===== src/hdl/debug_link_pkg.sv =====
// package for the single-wire debug link register block
// shared by the register block and its bench; no other assumptions
package debug_link_pkg;
  // register offsets in the debug register space
  localparam logic [3:0] OFS_REVISION   = 4'h0;
  localparam logic [3:0] OFS_ERROR      = 4'h1;
  localparam logic [3:0] OFS_PHY_CTRL   = 4'h2;
  localparam logic [3:0] OFS_PHY_DIS    = 4'h3;
  localparam logic [3:0] OFS_KEY_STATUS = 4'h7;
  localparam logic [3:0] OFS_RESET_REQ  = 4'h8;
  localparam logic [3:0] OFS_CLOCK_SEL  = 4'h9;
  localparam logic [3:0] OFS_SYS_CTRL   = 4'hA;
  localparam logic [3:0] OFS_SYS_STATUS = 4'hB;
  localparam logic [3:0] OFS_SCAN_CHECK = 4'hC;

  // field positions
  localparam int REV_LSB         = 4;
  localparam int CTRL_GAP_BIT    = 7;
  localparam int CTRL_PARITY_BIT = 5;
  localparam int CTRL_TIMEOUT_BIT= 4;
  localparam int CTRL_RESP_BIT   = 3;
  localparam int DIS_NACK_BIT    = 4;
  localparam int DIS_CONT_BIT    = 3;
  localparam int DIS_IF_BIT      = 2;
  localparam int KEY_UROW_BIT    = 5;
  localparam int KEY_PROG_BIT    = 4;
  localparam int KEY_ERASE_BIT   = 3;
  localparam int SYS_FINAL_BIT   = 1;
  localparam int SYS_CLKREQ_BIT  = 0;

  // masks of writable bits, and the clock select reset value
  localparam logic [7:0] PHY_CTRL_MASK = 8'hBF;
  localparam logic [7:0] PHY_DIS_MASK  = 8'h18;
  localparam logic [1:0] CLOCK_SEL_RESET = 2'h3;

  // error signature codes
  localparam logic [2:0] ERR_NONE       = 3'h0;
  localparam logic [2:0] ERR_PARITY     = 3'h1;
  localparam logic [2:0] ERR_FRAME      = 3'h2;
  localparam logic [2:0] ERR_TIMEOUT    = 3'h3;
  localparam logic [2:0] ERR_CLOCK      = 3'h4;
  localparam logic [2:0] ERR_CONTENTION = 3'h7;

  localparam logic [7:0] RESET_SIGNATURE = 8'h59;

  // time-out in interface clock cycles
  localparam int TIMEOUT_CYCLES = 65536;
  // inter-byte gap: two idle characters of twelve bit times
  localparam int IDLE_CHAR_BITS = 12;
  localparam int GAP_CHARS      = 2;
  localparam logic [2:0] GUARD_OFF = 3'h7;
  localparam logic [7:0] GUARD_BASE = 8'h80;
endpackage : debug_link_pkg


===== src/hdl/debug_link_regs.sv =====
// register, time-out and pacing block of a single-wire debug link
// assumes a link framer drives the register strobes, error events
// and byte/turnaround requests, all synchronous to clock
// Functional notes
// - registers reachable only through debug link port
// - phy registers 0x0-0x3, access registers 0x4-0xC
// - read-only revision field in bits 7:4
// - error signature loaded on error, cleared on read
// - error codes parity, frame, clock, contention
// - access time-out code 3, bit4 disables
// - bit7 inserts two idle characters between bytes
// - bit5 ignores parity, no parity error
// - bit3 suppresses all response signatures
// - guard-time field selects turnaround idle bits
// - control-B bit4 suppresses reset negative acknowledge
// - control-B bit3 disables contention detection
// - control-B bit2 resets interface and keys
// - user-row key bit, writable, reads key state
// - programming key bit clears when programming done
// - erase key bit clears when erase completes
// - valid key signature activates matching key
// - 0x59 holds system reset, other value releases
`timescale 1ns/1ns
`default_nettype none
module debug_link_regs
  import debug_link_pkg::*;
#(
  parameter logic [3:0] REVISION       = 4'h5,   // arbitrary value
  parameter int         TIMEOUT_LIMIT  = TIMEOUT_CYCLES
) (
  input  wire logic       clock,
  input  wire logic       reset_n,
  // register port from the link framer
  input  wire logic       reg_write,
  input  wire logic       reg_read,
  input  wire logic [3:0] reg_address,
  input  wire logic [7:0] reg_write_data,
  output var  logic [7:0] reg_read_data,
  // error events from the framer
  input  wire logic       parity_error,
  input  wire logic       frame_error,
  input  wire logic       clock_error,
  input  wire logic       contention_error,
  // access layer wait tracking
  input  wire logic       access_pending,
  input  wire logic       access_done,
  // key decoder and system events
  input  wire logic       erase_key_valid,
  input  wire logic       program_key_valid,
  input  wire logic       user_row_key_valid,
  input  wire logic       erase_complete,
  input  wire logic       program_complete,
  input  wire logic       system_reset_during_access,
  input  wire logic [7:0] system_status_in,
  input  wire logic [2:0] scan_status_in,
  // transmit pacing
  input  wire logic       turnaround_start,
  input  wire logic       next_byte_start,
  output logic            transmit_hold,
  // framer controls
  output logic            parity_check_off,
  output logic            response_signature_off,
  output logic            negative_ack_send,
  output logic            interface_disable,
  output logic            clock_request,
  output logic [1:0]      clock_select,
  output logic            system_reset_request,
  output logic            erase_key_active,
  output logic            memory_program_key_active,
  output logic            user_row_key_active,
  output logic            user_row_final
);

  // one-hot pacing states; any other code falls back to idle
  typedef enum logic [2:0] {
    PACE_IDLE  = 3'b001,
    PACE_GUARD = 3'b010,
    PACE_GAP   = 3'b100
  } pace_state_t;

  localparam int GAP_BITS = IDLE_CHAR_BITS * GAP_CHARS;
  localparam logic [7:0] SYS_STATUS_MASK = 8'h3D;  // only the defined status bits pass

  logic [7:0]  phy_control;
  logic [7:0]  phy_disable;
  logic [2:0]  link_error_signature;
  logic [16:0] timeout_count;
  logic [7:0]  pace_count;
  pace_state_t pace_state;
  logic        soft_reset;

  // write strobe decode shared by every writable register
  function automatic logic hit(input logic [3:0] ofs);
    hit = reg_write && (reg_address == ofs);
  endfunction : hit

  // guard length halves per code step; the top code turns it off
  function automatic logic [7:0] guard_bits(input logic [2:0] code);
    guard_bits = (code == GUARD_OFF) ? 8'h00 : (GUARD_BASE >> code);
  endfunction : guard_bits

  // a disable write resets the link side, not the system reset hold
  assign soft_reset = hit(OFS_PHY_DIS) && reg_write_data[DIS_IF_BIT];

  // reserved bits are masked off here, so reads return zero there
  always_ff @(posedge clock) begin
    if (!reset_n || soft_reset) begin
      phy_control <= 8'h00;
    end else if (hit(OFS_PHY_CTRL)) begin
      phy_control <= reg_write_data & PHY_CTRL_MASK;
    end
  end

  // the disable bit is a strobe and is never stored
  always_ff @(posedge clock) begin
    if (!reset_n || soft_reset) begin
      phy_disable <= 8'h00;
    end else if (hit(OFS_PHY_DIS)) begin
      phy_disable <= reg_write_data & PHY_DIS_MASK;
    end
  end

  // the error field is sticky until read; a new error wins over the read clear
  always_ff @(posedge clock) begin
    if (!reset_n || soft_reset) begin
      link_error_signature <= ERR_NONE;
    end else if (contention_error && !phy_disable[DIS_CONT_BIT]) begin
      link_error_signature <= ERR_CONTENTION;
    end else if (clock_error) begin
      link_error_signature <= ERR_CLOCK;
    end else if (frame_error) begin
      link_error_signature <= ERR_FRAME;
    end else if (parity_error && !phy_control[CTRL_PARITY_BIT]) begin
      link_error_signature <= ERR_PARITY;
      // loaded once per wait, on the cycle the limit is reached
    end else if (timeout_count == 17'(TIMEOUT_LIMIT) && !phy_control[CTRL_TIMEOUT_BIT]) begin
      link_error_signature <= ERR_TIMEOUT;
    end else if (reg_read && reg_address == OFS_ERROR) begin
      link_error_signature <= ERR_NONE;
    end
  end

  // counts wait cycles; fires once at the limit, then holds
  always_ff @(posedge clock) begin
    if (!reset_n || soft_reset || !access_pending || access_done) begin
      timeout_count <= 17'h00000;
    end else if (timeout_count <= 17'(TIMEOUT_LIMIT)) begin
      timeout_count <= timeout_count + 17'h00001;
    end
  end

  // keys: a new key wins over a completion in the same cycle
  always_ff @(posedge clock) begin
    if (!reset_n || soft_reset) begin
      erase_key_active <= 1'b0;
    end else if (erase_key_valid) begin
      erase_key_active <= 1'b1;
    end else if (erase_complete) begin
      erase_key_active <= 1'b0;
    end
  end

  always_ff @(posedge clock) begin
    if (!reset_n || soft_reset) begin
      memory_program_key_active <= 1'b0;
    end else if (program_key_valid) begin
      memory_program_key_active <= 1'b1;
    end else if (program_complete) begin
      memory_program_key_active <= 1'b0;
    end
  end

  // the user-row key has no completion event; the debugger drops it by writing its bit
  always_ff @(posedge clock) begin
    if (!reset_n || soft_reset) begin
      user_row_key_active <= 1'b0;
    end else if (user_row_key_valid) begin
      user_row_key_active <= 1'b1;
    end else if (hit(OFS_KEY_STATUS) && reg_write_data[KEY_UROW_BIT]) begin
      user_row_key_active <= 1'b0;
    end
  end

  // system reset hold survives an interface disable on purpose
  // any value but the signature releases the system
  always_ff @(posedge clock) begin
    if (!reset_n) begin
      system_reset_request <= 1'b0;
    end else if (hit(OFS_RESET_REQ)) begin
      system_reset_request <= (reg_write_data == RESET_SIGNATURE);
    end
  end

  // a disable lowers the clock request; a full reset or a write of its bit raises it again
  always_ff @(posedge clock) begin
    if (!reset_n) begin
      clock_request <= 1'b1;
    end else if (soft_reset) begin
      clock_request <= 1'b0;
    end else if (hit(OFS_SYS_CTRL)) begin
      clock_request <= reg_write_data[SYS_CLKREQ_BIT];
    end
  end

  // the final strobe only takes while the user-row key is active
  always_ff @(posedge clock) begin
    if (!reset_n || soft_reset) begin
      user_row_final <= 1'b0;
    end else if (hit(OFS_SYS_CTRL)) begin
      user_row_final <= reg_write_data[SYS_FINAL_BIT] && user_row_key_active;
    end
  end

  always_ff @(posedge clock) begin
    if (!reset_n || soft_reset) begin
      clock_select <= CLOCK_SEL_RESET;
    end else if (hit(OFS_CLOCK_SEL)) begin
      clock_select <= reg_write_data[1:0];
    end
  end

  // disable raises interface_disable for one cycle, in the same edge as the reset
  always_ff @(posedge clock) begin
    if (!reset_n) begin
      interface_disable <= 1'b0;
    end else begin
      interface_disable <= soft_reset;
    end
  end

  // copies run one cycle behind the control register
  always_ff @(posedge clock) begin
    if (!reset_n) begin
      parity_check_off <= 1'b0;
    end else begin
      parity_check_off <= phy_control[CTRL_PARITY_BIT];
    end
  end

  always_ff @(posedge clock) begin
    if (!reset_n) begin
      response_signature_off <= 1'b0;
    end else begin
      response_signature_off <= phy_control[CTRL_RESP_BIT];
    end
  end

  // no acknowledge of any kind while responses are off
  always_ff @(posedge clock) begin
    if (!reset_n) begin
      negative_ack_send <= 1'b0;
    end else begin
      negative_ack_send <= system_reset_during_access && !phy_disable[DIS_NACK_BIT]
                           && !phy_control[CTRL_RESP_BIT];
    end
  end

  // pacing: guard before the first byte, fixed gap between later ones
  always_ff @(posedge clock) begin
    if (!reset_n || soft_reset) begin
      pace_state    <= PACE_IDLE;
      pace_count    <= 8'h00;
      transmit_hold <= 1'b0;
    end else begin
      case (pace_state)
        PACE_IDLE: begin
          // turnaround wins over a gap request in the same cycle unless the guard is off
          if (turnaround_start && guard_bits(phy_control[2:0]) != 8'h00) begin
            pace_state    <= PACE_GUARD;
            pace_count    <= guard_bits(phy_control[2:0]);
            transmit_hold <= 1'b1;
          end else if (next_byte_start && phy_control[CTRL_GAP_BIT]) begin
            pace_state    <= PACE_GAP;
            pace_count    <= 8'(GAP_BITS);
            transmit_hold <= 1'b1;
          end
        end
        PACE_GUARD, PACE_GAP: begin
          if (pace_count == 8'h01) begin
            pace_state    <= PACE_IDLE;
            transmit_hold <= 1'b0;
          end
          pace_count <= pace_count - 8'h01;
        end
        default: begin
          pace_state    <= PACE_IDLE;
          transmit_hold <= 1'b0;
        end
      endcase
    end
  end

  // read mux: only the link port reaches this data path
  always_ff @(posedge clock) begin
    if (!reset_n) begin
      reg_read_data <= 8'h00;
    end else if (reg_read) begin
      case (reg_address)
        OFS_REVISION: begin
          reg_read_data <= {REVISION, 4'h0};
        end
        OFS_ERROR: begin
          reg_read_data <= {5'h00, link_error_signature};
        end
        OFS_PHY_CTRL: begin
          reg_read_data <= phy_control;
        end
        OFS_PHY_DIS: begin
          reg_read_data <= phy_disable;
        end
        OFS_KEY_STATUS: begin
          reg_read_data <= {2'h0, user_row_key_active, memory_program_key_active,
                            erase_key_active, 3'h0};
        end
        OFS_RESET_REQ: begin
          reg_read_data <= {7'h00, system_reset_request};
        end
        OFS_CLOCK_SEL: begin
          reg_read_data <= {6'h00, clock_select};
        end
        OFS_SYS_CTRL: begin
          reg_read_data <= {6'h00, user_row_final, clock_request};
        end
        OFS_SYS_STATUS: begin
          reg_read_data <= system_status_in & SYS_STATUS_MASK;
        end
        OFS_SCAN_CHECK: begin
          reg_read_data <= {5'h00, scan_status_in};
        end
        // reserved offsets read zero
        default: begin
          reg_read_data <= 8'h00;
        end
      endcase
    end
  end

endmodule : debug_link_regs
`default_nettype wire


===== config.mk =====
export PLATFORM = sky130hd
export DESIGN_NAME = debug_link_regs
export DESIGN_NICKNAME = d
export VERILOG_FILES = /design/src/hdl/debug_link_pkg.sv /design/src/hdl/debug_link_regs.sv
export SDC_FILE = /design/constraint.sdc
export NUM_CORES = 1
export LEC_CHECK = 0
export BUFFER_PORTS_ARGS = -buffer_cell sky130_fd_sc_hd__clkbuf_2
export CELL_PAD_IN_SITES_DETAIL_PLACEMENT = 1
export CELL_PAD_IN_SITES_GLOBAL_PLACEMENT = 2
export CORE_MARGIN = 2
export CORE_UTILIZATION = 36
export CTS_CLUSTER_DIAMETER = 40
export CTS_CLUSTER_SIZE = 14
export DETAILED_ROUTE_END_ITERATION = 6
export HOLD_SLACK_MARGIN = 0.12
export PLACE_DENSITY_LB_ADDON = 0.1
export SLEW_MARGIN = 20
export SYNTH_ARGS = -nofsm -noshare
export SYNTH_HDL_FRONTEND = slang
export SYNTH_SLANG_ARGS = --single-unit
export TNS_END_PERCENT = 20

===== constraint.sdc =====
create_clock -name clock -period 3.4 [get_ports clock]
set_input_delay 0.68 -clock clock [delete_from_list [all_inputs] [get_ports clock]]
set_output_delay 0.68 -clock clock [all_outputs]
set_load 0.01 [all_outputs]

==> results by group, run 1 <==
Run status
  • Status: complete, no violations

Layout
  • Commonest non-fill, non-tap cells in the layout: dfxtp_1, clkbuf_2, nor2_1
  • Commonest non-fill, non-tap cell in the layout: dfxtp_1
  • Nets@finish: 465
  • Area delta synth->final: 16.7%
  • Final instance area: 0.00375 sq mm
  • Share of cells above drive strength 1: 21.7%
  • Antenna Cells: 0

Setup path
  • CP Cell Sequence: clkbuf_2, nand2_1, nor4_1, nor2b_1, buf_4, nand3b_1, buf_4, nor2_1
  • Worst Path Arrival: 2490 ps
  • CP most frequent cell: buf_4
  • Kind of critical path: primary input to flop
  • Crit start category: primary input
  • CP max-delay cell: nor4_1
  • CP Max Fanout: 17
  • Req. time, crit path: 3610 ps
  • Critical Path Sink Type: flop
  • Slowest stage delay, CP: 540 ps

STA
  • Fin crit share: 67.1%
  • Slew Limit Headroom: 50.2%
  • Fin crit period: 2280 ps
  • Final Hold Vio Count: 0
  • Slew @ Worst Pin: 739 ps
  • Fmax: 0.439 GHz
  • Final TNS setup: 0 ps
  • Clock skew: 9.46 ps
  • Final setup violation count: 0
  • RSZ-0062 raised after global routing: false
  • Slew Viols, Final: 0

Logic synthesis
  • Sequential-to-total area share from yosys stat: 38.1%
  • Top FF cell, synth: dfxtp_1
  • Post-synth EDFFs: 0
  • Synth Cell Area: 0.00321 sq mm
  • Unique masters post-synth: 58
  • Syn Area/Cell: 8.82 sq um
  • Syn Nets: 409
  • Cell count after synthesis: 364
  • Async S/R FF share, synth: 0%
  • Yosys warns: 0
  • Seq cells post-synth: 61

Clock network
  • Post-CTS Setup Bufs: 0
  • Cts repair resizes: 0
  • Root Driver: clkbuf_8
  • CTS tree: done
  • Hold buffer count at cts: 0
  • Worst skew pair latency: 330 ps
  • Clock tree buffer depth: 2
  • H-tree depth: 3
  • Total CTS buffers: 9
  • Clk pin slew, worst setup/hold paths: 70 ps
  • Clock sinks: 61

Place
  • IO buf count: 58
  • Routability cong.: 0.777
  • DP Area: 0.00358 sq mm
  • Post-DP HPWL: 6610 microns

Die
  • Initial Util: 37.0%
  • FP Rows: 34
  • Io pins: 62
  • Chip width: 98.4 microns
  • Die Y: 98.4 microns
  • Core ar.: 0.00868 sq mm
  • Die area: 0.00969 sq mm

Flow run
  • Max-cap viol count: 0

Detailed routing
  • Post-route DRC: 0
  • DR vias/cell: 5.47
  • Final WL: 8990 microns
  • Vias: 2903
  • WL per Instance: 16.9 microns
  • TritonRoute pass-1 iters: 4
  • Number of routed nets with antenna violations: 0
  • Drt first-iter violations: 74

GRT
  • Met2 usage: 29.7%
  • GRT Overall Usage: 19.0%
  • GR peak layer: met2
  • Met3 Track Usage GR: 3.55%
  • Grt ovf: 0
  • Met1 usage: 27.0%
  • Vias in the first global route: 2850
  • Initial antenna violation count: 0
  • Largest net degree at the start of global routing: 20
  • First-pass GRT wire length: 14700 microns

Pwr
  • Leakage: 0.00148 uW
  • Worst vdd ir: 149 uV
  • PwrDens: 410 mW/mm^2

Worst hold path
  • HP Class: flop to flop
-- cells in the mapped netlist, drive strengths merged, types with 2 or more instances --
master / n / share of area [%]
nor3: 8 / 1.2
a31oi: 4 / 0.78
o21a: 6 / 1.4
o211a: 2 / 0.62
xnor2: 17 / 4.6
nor4b: 5 / 1.8
clkbuf: 7 / 0.82
o31a: 2 / 0.55
o221a: 5 / 1.8
and4: 4 / 1.2
inv: 15 / 1.8
nor2: 46 / 5.5
a21oi: 14 / 2.2
or4: 2 / 0.47
o21ai: 7 / 1.1
o211ai: 2 / 0.47
dfxtp: 61 / 38
nand2b: 11 / 2.1
buf: 9 / 1.6
a21boi: 3 / 0.70
ha: 4 / 1.6
nand3b: 2 / 0.47
a22oi: 4 / 0.94
nand3: 13 / 2.2
and3: 2 / 0.39
nand2: 27 / 3.2
and2: 6 / 1.2
o22ai: 2 / 0.39
nor3b: 5 / 1.2
nor2b: 13 / 2.5
nand4: 7 / 1.4
a22o: 3 / 0.82
nor4: 13 / 4.4
mux2i: 16 / 5.0
-- flip-flops by register name (all words and copies together) (netlist names) --
register                   cells
phy_control                    7
system_reset_request           1
phy_disable                    2
clock_request                  1
timeout_count                 17
memory_program_key_active      1
negative_ack_send              1
pace_state                     3
clock_select                   2
user_row_final                 1
erase_key_active               1
parity_check_off               1
user_row_key_active            1
interface_disable              1
transmit_hold                  1
response_signature_off         1
reg_read_data                  8
link_error_signature           3
pace_count                     8
-- worst max-delay path: cells and delay by family --
kind | cells | cell delay [ps]
buffers and inverters | 3 | 770
and+or+nand+nor | 5 | 1040
-- layer usage --
layer  wire length (microns)  up-vias
li1                        -     1418
met1                    4430     1422
met2                    4120       53
met3                     336       10
met4                     106        0
met5                       0        -
-- per-stage QoR --
step	hold slack, ps	utilization (%)	setup slack, ps	instances	total power, uW
after floorplan	415	-	1360	364	900
after global placement	464	41.3	842	517	972
after detailed placement	465	41.3	785	517	978
after CTS	460	43.2	1110	531	1560
after global routing	487	43.2	924	531	1620
final	453	43.2	1120	531	1540
-- area by class of cell --
| type | instances | area (sq um) |
|---|---|---|
| repair buffers | 61 | 313 |
| well taps | 108 | 135 |
| flip-flops and latches | 61 | 1220 |
| clock buffers | 12 | 155 |
| inverters | 15 | 56.3 |
| fillers | 1074 | 4930 |
| multi-input cells | 272 | 1860 |
| clock inverters | 2 | 10.0 |
-- power breakdown --
group | switching [uW] | total, uW | leakage [uW] | internal, uW
clock | 281 | 575 | 0.0000881 | 294
combinational | 115 | 201 | 0.000892 | 85.7
sequential | 21.6 | 760 | 0.000496 | 738
-- final timing paths --
check / start / endpoint / slack, ps / cells past startpoint
setup / recovery: reg_address[0] / timeout_count[0] / 1120 / 8
hold / removal: phy_disable[4] / negative_ack_send / 450 / 1
setup reg to reg: phy_control[1] / pace_count[2] / 1330 / 5
hold reg to reg: phy_disable[4] / negative_ack_send / 450 / 1
-- kinds of logic after synthesis --
family	after synthesis	synth area share, %
muxes	18	6.04
and+or+nand+nor	168	30.3
adders and majority gates	4	1.56
DFF	61	38.1
AOI/OAI and AO/OA	64	15.0
xor gates and xnor gates	18	4.91
buffers and inverters	31	4.13
No activity file was read; power rests on OpenSTA's default activity.
==> inputs of run 2 (changes only) <==
--- a/config.mk
+++ b/config.mk
@@ -9,7 +9,7 @@
 export CELL_PAD_IN_SITES_DETAIL_PLACEMENT = 1
 export CELL_PAD_IN_SITES_GLOBAL_PLACEMENT = 2
 export CORE_MARGIN = 2
-export CORE_UTILIZATION = 36
+export CORE_UTILIZATION = 30
 export CTS_CLUSTER_DIAMETER = 40
 export CTS_CLUSTER_SIZE = 14
 export DETAILED_ROUTE_END_ITERATION = 6
==> constraint.sdc (replaced) <==
create_clock -name clock -period 2 [get_ports clock]
set_input_delay 0.4 -clock clock [delete_from_list [all_inputs] [get_ports clock]]
set_output_delay 0.4 -clock clock [all_outputs]
set_load 0.01 [all_outputs]
==> run 2 against run 1 <==
Effect of this change: design area up 9.1%; global-route usage down 1.6 points; clock-buffer cell count up 1; non-clock buffer count up 27; sequential share of layout area down 2.7 points; wire length up 5.4%; clock power up 110%; first-iteration DRC count up 6.8%; worst setup slack worse by 1000 ps; flip-flop and latch count unchanged.
==> results by group, run 2 (same netlist as run 1, synthesis figures left out) <==
Run status
  • Status: complete, no violations (unchanged)

Layout
  • Nets@finish: 492 (was 465)
  • Area delta synth->final: 27.3% (was 16.7%)
  • Fin cells: 588 (was 531)
  • Share of cells above drive strength 1: 27.0% (was 21.7%)
  • Commonest non-fill, non-tap cells in the layout: dfxtp_1, clkbuf_2, nor2_1 (unchanged)
  • Commonest non-fill, non-tap cell in the layout: dfxtp_1 (unchanged)
  • Biggest register: timeout_count (unchanged)
  • Antenna Cells: 0 (unchanged)
  • Max reg flops: 17 (unchanged)
  • Biggest regs: timeout_count: 17 flops, pace_count: 8 flops, reg_read_data: 8 flops (unchanged)
  • Finished Core Util: 39.4% (was 43.2%)

Worst hold path
  • Hold Crit Endpoint: memory_program_key_active (was negative_ack_send)
  • Hold path depth: 3 (was 1)
  • Min-delay src: program_key_valid (was phy_disable[4])
  • HP Class: primary input to flop (was flop to flop)

STA
  • Clock skew: 7.12 ps (was 9.46 ps)
  • Fin crit period: 1910 ps
  • Slew Viols, Final: 0 (unchanged)
  • Final Hold Vio Count: 0 (unchanged)
  • Fin crit share: 95.3%
  • Fmax: 0.524 GHz
  • Slew @ Worst Pin: 733 ps (was 739 ps)
  • RSZ-0062 raised after global routing: true (was false)
  • Final setup violation count: 0 (unchanged)
  • Slew Limit Headroom: 50.6% (was 50.2%)

Setup path
  • Reg2reg start: timeout_count[0] (was phy_control[1])
  • Worst reg2reg setup slack: 90 ps (was 1330 ps)
  • R2R depth: 8 (was 5)
  • Worst Path Arrival: 2150 ps (was 2490 ps)
  • Critical Path Sink Type: flop (unchanged)
  • Req. time, crit path: 2240 ps (was 3610 ps)
  • CP Max Fanout: 9 (was 17)
  • Kind of critical path: flop to flop (was primary input to flop)
  • Crit start category: flop (was primary input)
  • Worst reg2reg path endpoint: timeout_count[10] (was pace_count[2])

Detailed routing
  • Number of routed nets with antenna violations: 0 (unchanged)
  • DR vias/cell: 5.03 (was 5.47)
  • TritonRoute pass-1 iters: 5 (was 4)
  • WL per Instance: 16.1 microns (was 16.9 microns)
  • Vias: 2955 (was 2903)
  • Final WL: 9470 microns (was 8990 microns)
  • Post-route DRC: 0 (unchanged)
  • Drt first-iter violations: 79 (was 74)

Pwr
  • PwrDens: 698 mW/mm^2 (was 410 mW/mm^2)
  • Leakage: 0.00164 uW (was 0.00148 uW)
  • Total chip power: 2850 uW (was 1540 uW)
  • Worst vdd ir: 355 uV (was 149 uV)

GRT
  • GR peak layer: met2 (unchanged)
  • Grt ovf: 0 (unchanged)
  • Largest net degree at the start of global routing: 18 (was 20)
  • Vias in the first global route: 3037 (was 2850)
  • GRT Overall Usage: 17.4% (was 19.0%)
  • Initial antenna violation count: 0 (unchanged)
  • Met1 usage: 24.7% (was 27.0%)
  • First-pass GRT wire length: 15600 microns (was 14700 microns)
  • Met2 usage: 26.1% (was 29.7%)
  • Met3 Track Usage GR: 4.42% (was 3.55%)

Place
  • Routability cong.: 0.794 (was 0.777)
  • Placed Cells: 572 (was 517)
  • Post-DP HPWL: 7200 microns (was 6610 microns)
  • IO buf count: 58 (unchanged)

Clock network
  • Clk pin slew, worst setup/hold paths: 70 ps (about the same)
  • Hold buffer count at cts: 0 (unchanged)
  • Clock sinks: 61 (unchanged)
  • H-tree depth: 3 (unchanged)
  • Worst skew pair latency: 340 ps (was 330 ps)
  • Root Driver: clkbuf_8 (unchanged)
  • CTS tree: done (unchanged)
  • Clock tree buffer depth: 2 (unchanged)
  • Total CTS buffers: 9 (unchanged)

Die
  • Chip width: 107 microns (was 98.4 microns)
  • Io pins: 62 (unchanged)
  • Initial Util: 30.9% (was 37.0%)
  • Die area: 0.0115 sq mm (was 0.00969 sq mm)
  • Die Y: 107 microns (was 98.4 microns)
  • Core ar.: 0.0104 sq mm (was 0.00868 sq mm)
  • FP Rows: 37 (was 34)

Flow run
  • Max-cap viol count: 0 (unchanged)
run 2: per-layer routing:
metal | up-vias | share of wire [%] | wire (microns)
met5 | - | 0 | 0
met4 | 0 | 0.93 | 88
met3 | 7 | 4.1 | 389
met2 | 49 | 43 | 4110
met1 | 1425 | 52 | 4880
li1 | 1474 | - | -
run 2: where the power goes:
part | leakage [uW] | switching (uW) | internal, uW
clock | 0.000106 | 515 | 677
combinational | 0.00104 | 202 | 169
sequential | 0.000496 | 36.2 | 1250
total | 0.00164 | 753 | 2100
run 2: worst max path at each step:
stage,start,end
after global placement,timeout_count[0],timeout_count[10]
final,timeout_count[0],timeout_count[10]
after floorplan,reg_address[0],link_error_signature[0]
after CTS,timeout_count[0],timeout_count[10]
after detailed placement,timeout_count[0],timeout_count[10]
after global routing,timeout_count[0],timeout_count[10]
run 2: final cells by class:
class | count | area, sq um
Clock buffer | 13 | 169
Multi-Input combinational cell | 272 | 1860
Fill cell | 1269 | 6280
Tap cell | 136 | 170
Inverter | 15 | 56.3
Timing Repair Buffer | 88 | 566
Sequential cell | 61 | 1220
Clock inverter | 3 | 42.5
run 2: metrics by stage:
stage | instance area, sq um | hold slack (ps) | TNS [ps] | setup WS (ps)
4_1_cts | 4080 | 241 | 0 | 60.0
3_3_place_gp | 3870 | 466 | 0 | 128
6_report | 4090 | 260 | 0 | 93.3
3_5_place_dp | 3870 | 474 | 0 | 82.0
5_1_grt | 4090 | 245 | -125 | -52.4
2_1_floorplan | 3210 | 415 | 0 | 244
run 2: worst max-delay path: stages (launching register included):
cell	delay [ps]
dfxtp_1	330
inv_1	90
ha_1	160
nor4b_4	270
a41oi_4	270
buf_12	220
nor4_4	270
xnor2_1	150
nor2_1	50
run 2: what timing repair did:
| action | in CTS | in global routing |
|---|---|---|
| gates resized for setup | 0 | 1 |
| setup endpoints to repair | 0 | 5 |
| setup buffers | 0 | 0 |
==> inputs of run 3 (changes only) <==
--- a/config.mk
+++ b/config.mk
@@ -8,9 +8,8 @@
 export BUFFER_PORTS_ARGS = -buffer_cell sky130_fd_sc_hd__clkbuf_2
 export CELL_PAD_IN_SITES_DETAIL_PLACEMENT = 1
 export CELL_PAD_IN_SITES_GLOBAL_PLACEMENT = 2
-export CORE_MARGIN = 2
 export CORE_UTILIZATION = 30
-export CTS_CLUSTER_DIAMETER = 40
+export CTS_CLUSTER_DIAMETER = 100
 export CTS_CLUSTER_SIZE = 14
 export DETAILED_ROUTE_END_ITERATION = 6
 export HOLD_SLACK_MARGIN = 0.12
==> run 3 against run 2 <==
Effect of this change: first-iteration DRC count is 2.5% higher; via count increased by 0.85%; combinational power fell by 2%; sequential power barely moved; worst hold slack better by 4.8 ps; critical endpoint unchanged.
==> results by group, run 3 (same netlist as run 1, synthesis figures left out) <==
Layout
  • Commonest non-fill, non-tap cells in the layout: dfxtp_1, clkbuf_2, nor2_1 (unchanged)
  • FILL cells: 1293 (was 1269)
  • Commonest non-fill, non-tap cell in the layout: dfxtp_1 (unchanged)
  • Area delta synth->final: 28.8% (was 27.3%)
  • Nets@finish: 494 (was 492)
  • Biggest regs: timeout_count: 17 flops, pace_count: 8 flops, reg_read_data: 8 flops (unchanged)
  • Max reg flops: 17 (unchanged)
  • Fin cells: 590 (was 588)
  • Biggest register: timeout_count (unchanged)
  • Share of cells above drive strength 1: 28.6% (was 27.0%)
  • Antenna Cells: 0 (unchanged)

GRT
  • Largest net degree at the start of global routing: 20 (was 18)
  • Grt ovf: 0 (unchanged)
  • GRT Overall Usage: 17.8% (was 17.4%)
  • Vias in the first global route: 3024 (was 3037)
  • Initial antenna violation count: 0 (unchanged)
  • First-pass GRT wire length: 15300 microns (was 15600 microns)

Clock network
  • Clk pin slew, worst setup/hold paths: 70 ps (about the same)
  • CTS tree: done (unchanged)
  • Clock tree buffer depth: 2 (unchanged)
  • Total CTS buffers: 9 (unchanged)
  • H-tree depth: 3 (unchanged)
  • Clock sinks: 61 (unchanged)
  • Worst skew pair latency: 340 ps (about the same)
  • Root Driver: clkbuf_8 (unchanged)

Setup path
  • CP Max Fanout: 5 (was 9)
  • Worst reg2reg path endpoint: timeout_count[10] (unchanged)
  • Setup crit end: timeout_count[10] (unchanged)
  • Family with the most delay on the worst path: simple AND/OR/NAND/NOR gates (unchanged)
  • CP max-delay cell: nor4b_4 (was dfxtp_1)
  • Reg2reg start: timeout_count[0] (unchanged)
  • Crit start category: flop (unchanged)
  • Req. time, crit path: 2230 ps (was 2240 ps)
  • Kind of critical path: flop to flop (unchanged)
  • R2R depth: 8 (unchanged)
  • CP Buf/Inv Count: 2 (unchanged)
  • Critical Path Sink Type: flop (unchanged)
  • Slowest stage delay, CP: 350 ps (was 330 ps)
  • CP Launch Point: timeout_count[0] (unchanged)
  • CP Cell Sequence: inv_1, ha_1, nor4b_4, a41oi_4, buf_4, nor4_4, xnor2_1, nor2_1 (was inv_1, ha_1, nor4b_4, a41oi_4, buf_12, nor4_4, xnor2_1, nor2_1)
  • Worst reg2reg setup slack: 90 ps (about the same)
  • Crit path depth: 8 (unchanged)
  • Worst Path Arrival: 2140 ps (was 2150 ps)

Pwr
  • Leakage: 0.00166 uW (was 0.00164 uW)
  • PwrDens: 723 mW/mm^2 (was 698 mW/mm^2)
  • Total chip power: 2990 uW (was 2850 uW)
  • Worst vdd ir: 244 uV (was 355 uV)

STA
  • Final setup violation count: 0 (unchanged)
  • RSZ-0062 raised after global routing: true (unchanged)
  • Fin crit period: 1910 ps (about the same)
  • Fmax: 0.523 GHz (was 0.524 GHz)
  • Fin crit share: 95.6% (was 95.3%)
  • Worst hold slack: 265 ps (was 260 ps)
  • Clock skew: 5.29 ps (was 7.12 ps)
  • Final Hold Vio Count: 0 (unchanged)
  • Slew @ Worst Pin: 739 ps (was 733 ps)
  • Slew Limit Headroom: 50.2% (was 50.6%)
  • Slew Viols, Final: 0 (unchanged)

Die
  • Chip width: 105 microns (was 107 microns)
  • Die area: 0.0111 sq mm (was 0.0115 sq mm)
  • Io pins: 62 (unchanged)
  • Core ar.: 0.0104 sq mm (unchanged)
  • Die Y: 105 microns (was 107 microns)
  • FP Rows: 37 (unchanged)
  • Initial Util: 30.9% (unchanged)

Detailed routing
  • Vias: 2980 (was 2955)
  • WL per Instance: 16.1 microns (about the same)
  • Post-route DRC: 0 (unchanged)
  • Drt first-iter violations: 81 (was 79)
  • Number of routed nets with antenna violations: 0 (unchanged)
  • DR vias/cell: 5.05 (was 5.03)
  • TritonRoute pass-1 iters: 4 (was 5)
  • Final WL: 9490 microns (was 9470 microns)

Place
  • Post-DP HPWL: 7130 microns (was 7200 microns)
  • Routability cong.: 0.731 (was 0.794)
  • IO buf count: 58 (unchanged)
  • Placed Cells: 571 (was 572)

Worst hold path
  • HP Class: primary input to flop (unchanged)

Flow run
  • Max-cap viol count: 0 (unchanged)

Run status
  • Status: complete, no violations (unchanged)
run 3: changes by cell type in the layout (fill, tap and decap cells not counted), sizes merged:
cell      delta
a41oi        +1
buf          +1
bufinv       +1
clkinvlp     -1
run 3: area by class of cell:
cell class	instances	area, sq um	share of cell area, %
multi-input cells	273	1910	46.1
well taps	136	170	4.12
repair buffers	89	536	13.0
clock inverters	3	65.1	1.57
inverters	15	56.3	1.36
clock buffers	13	179	4.33
flip-flops and latches	61	1220	29.5
run 3: worst min path at each step:
stage                                     startpoint                end  slack, ps  depth (start not counted)
final                     system_reset_during_access  negative_ack_send        260                          3
after detailed placement            reg_read_data[2]   reg_read_data[2]        480                          2
after global routing      system_reset_during_access  negative_ack_send        270                          3
after global placement              reg_read_data[4]   reg_read_data[4]        470                          1
after floorplan                       phy_disable[4]  negative_ack_send        420                          1
after CTS                 system_reset_during_access  negative_ack_send        250                          3
run 3: metrics by stage:
stage          setup TNS, ps  cell area (sq um)  util (%)  setup slack, ps
2_1_floorplan              0               3210         -              244
4_1_cts                    0               4070      39.2             52.7
3_3_place_gp               0               3820      36.9              120
3_5_place_dp               0               3820      36.9             72.6
5_1_grt                 -157               4130      39.9            -50.3
6_report                   0               4130      39.9             87.7
run 3: power breakdown:
part	switching (uW)	total (uW)	internal, uW	leakage (uW)
clock network	496	1330	836	0.000126
registers	36.7	1290	1250	0.000496
logic	202	364	162	0.00104
run 3: per-layer routing:
layer	GRT usage, %	wire [microns]	vias to the layer above
met2	26.4	4080	57
met3	3.03	300	14
met1	25.5	4960	1431
met5	0	0	-
li1	-	-	1478
met4	6.94	153	0
run 3: timing repair:
item,in CTS,in global routing
hold buffers,0,0
hold endpoints to repair,0,0
gates resized for setup,0,6
setup endpoints to repair,0,6
buffers inserted,0,2
run 3: worst reg2reg max path, stage by stage, from the launching register on:
cell	delay, ps
dfxtp_1	330
inv_1	90
ha_1	170
nor4b_4	350
a41oi_4	210
buf_4	190
nor4_4	270
xnor2_1	150
nor2_1	60
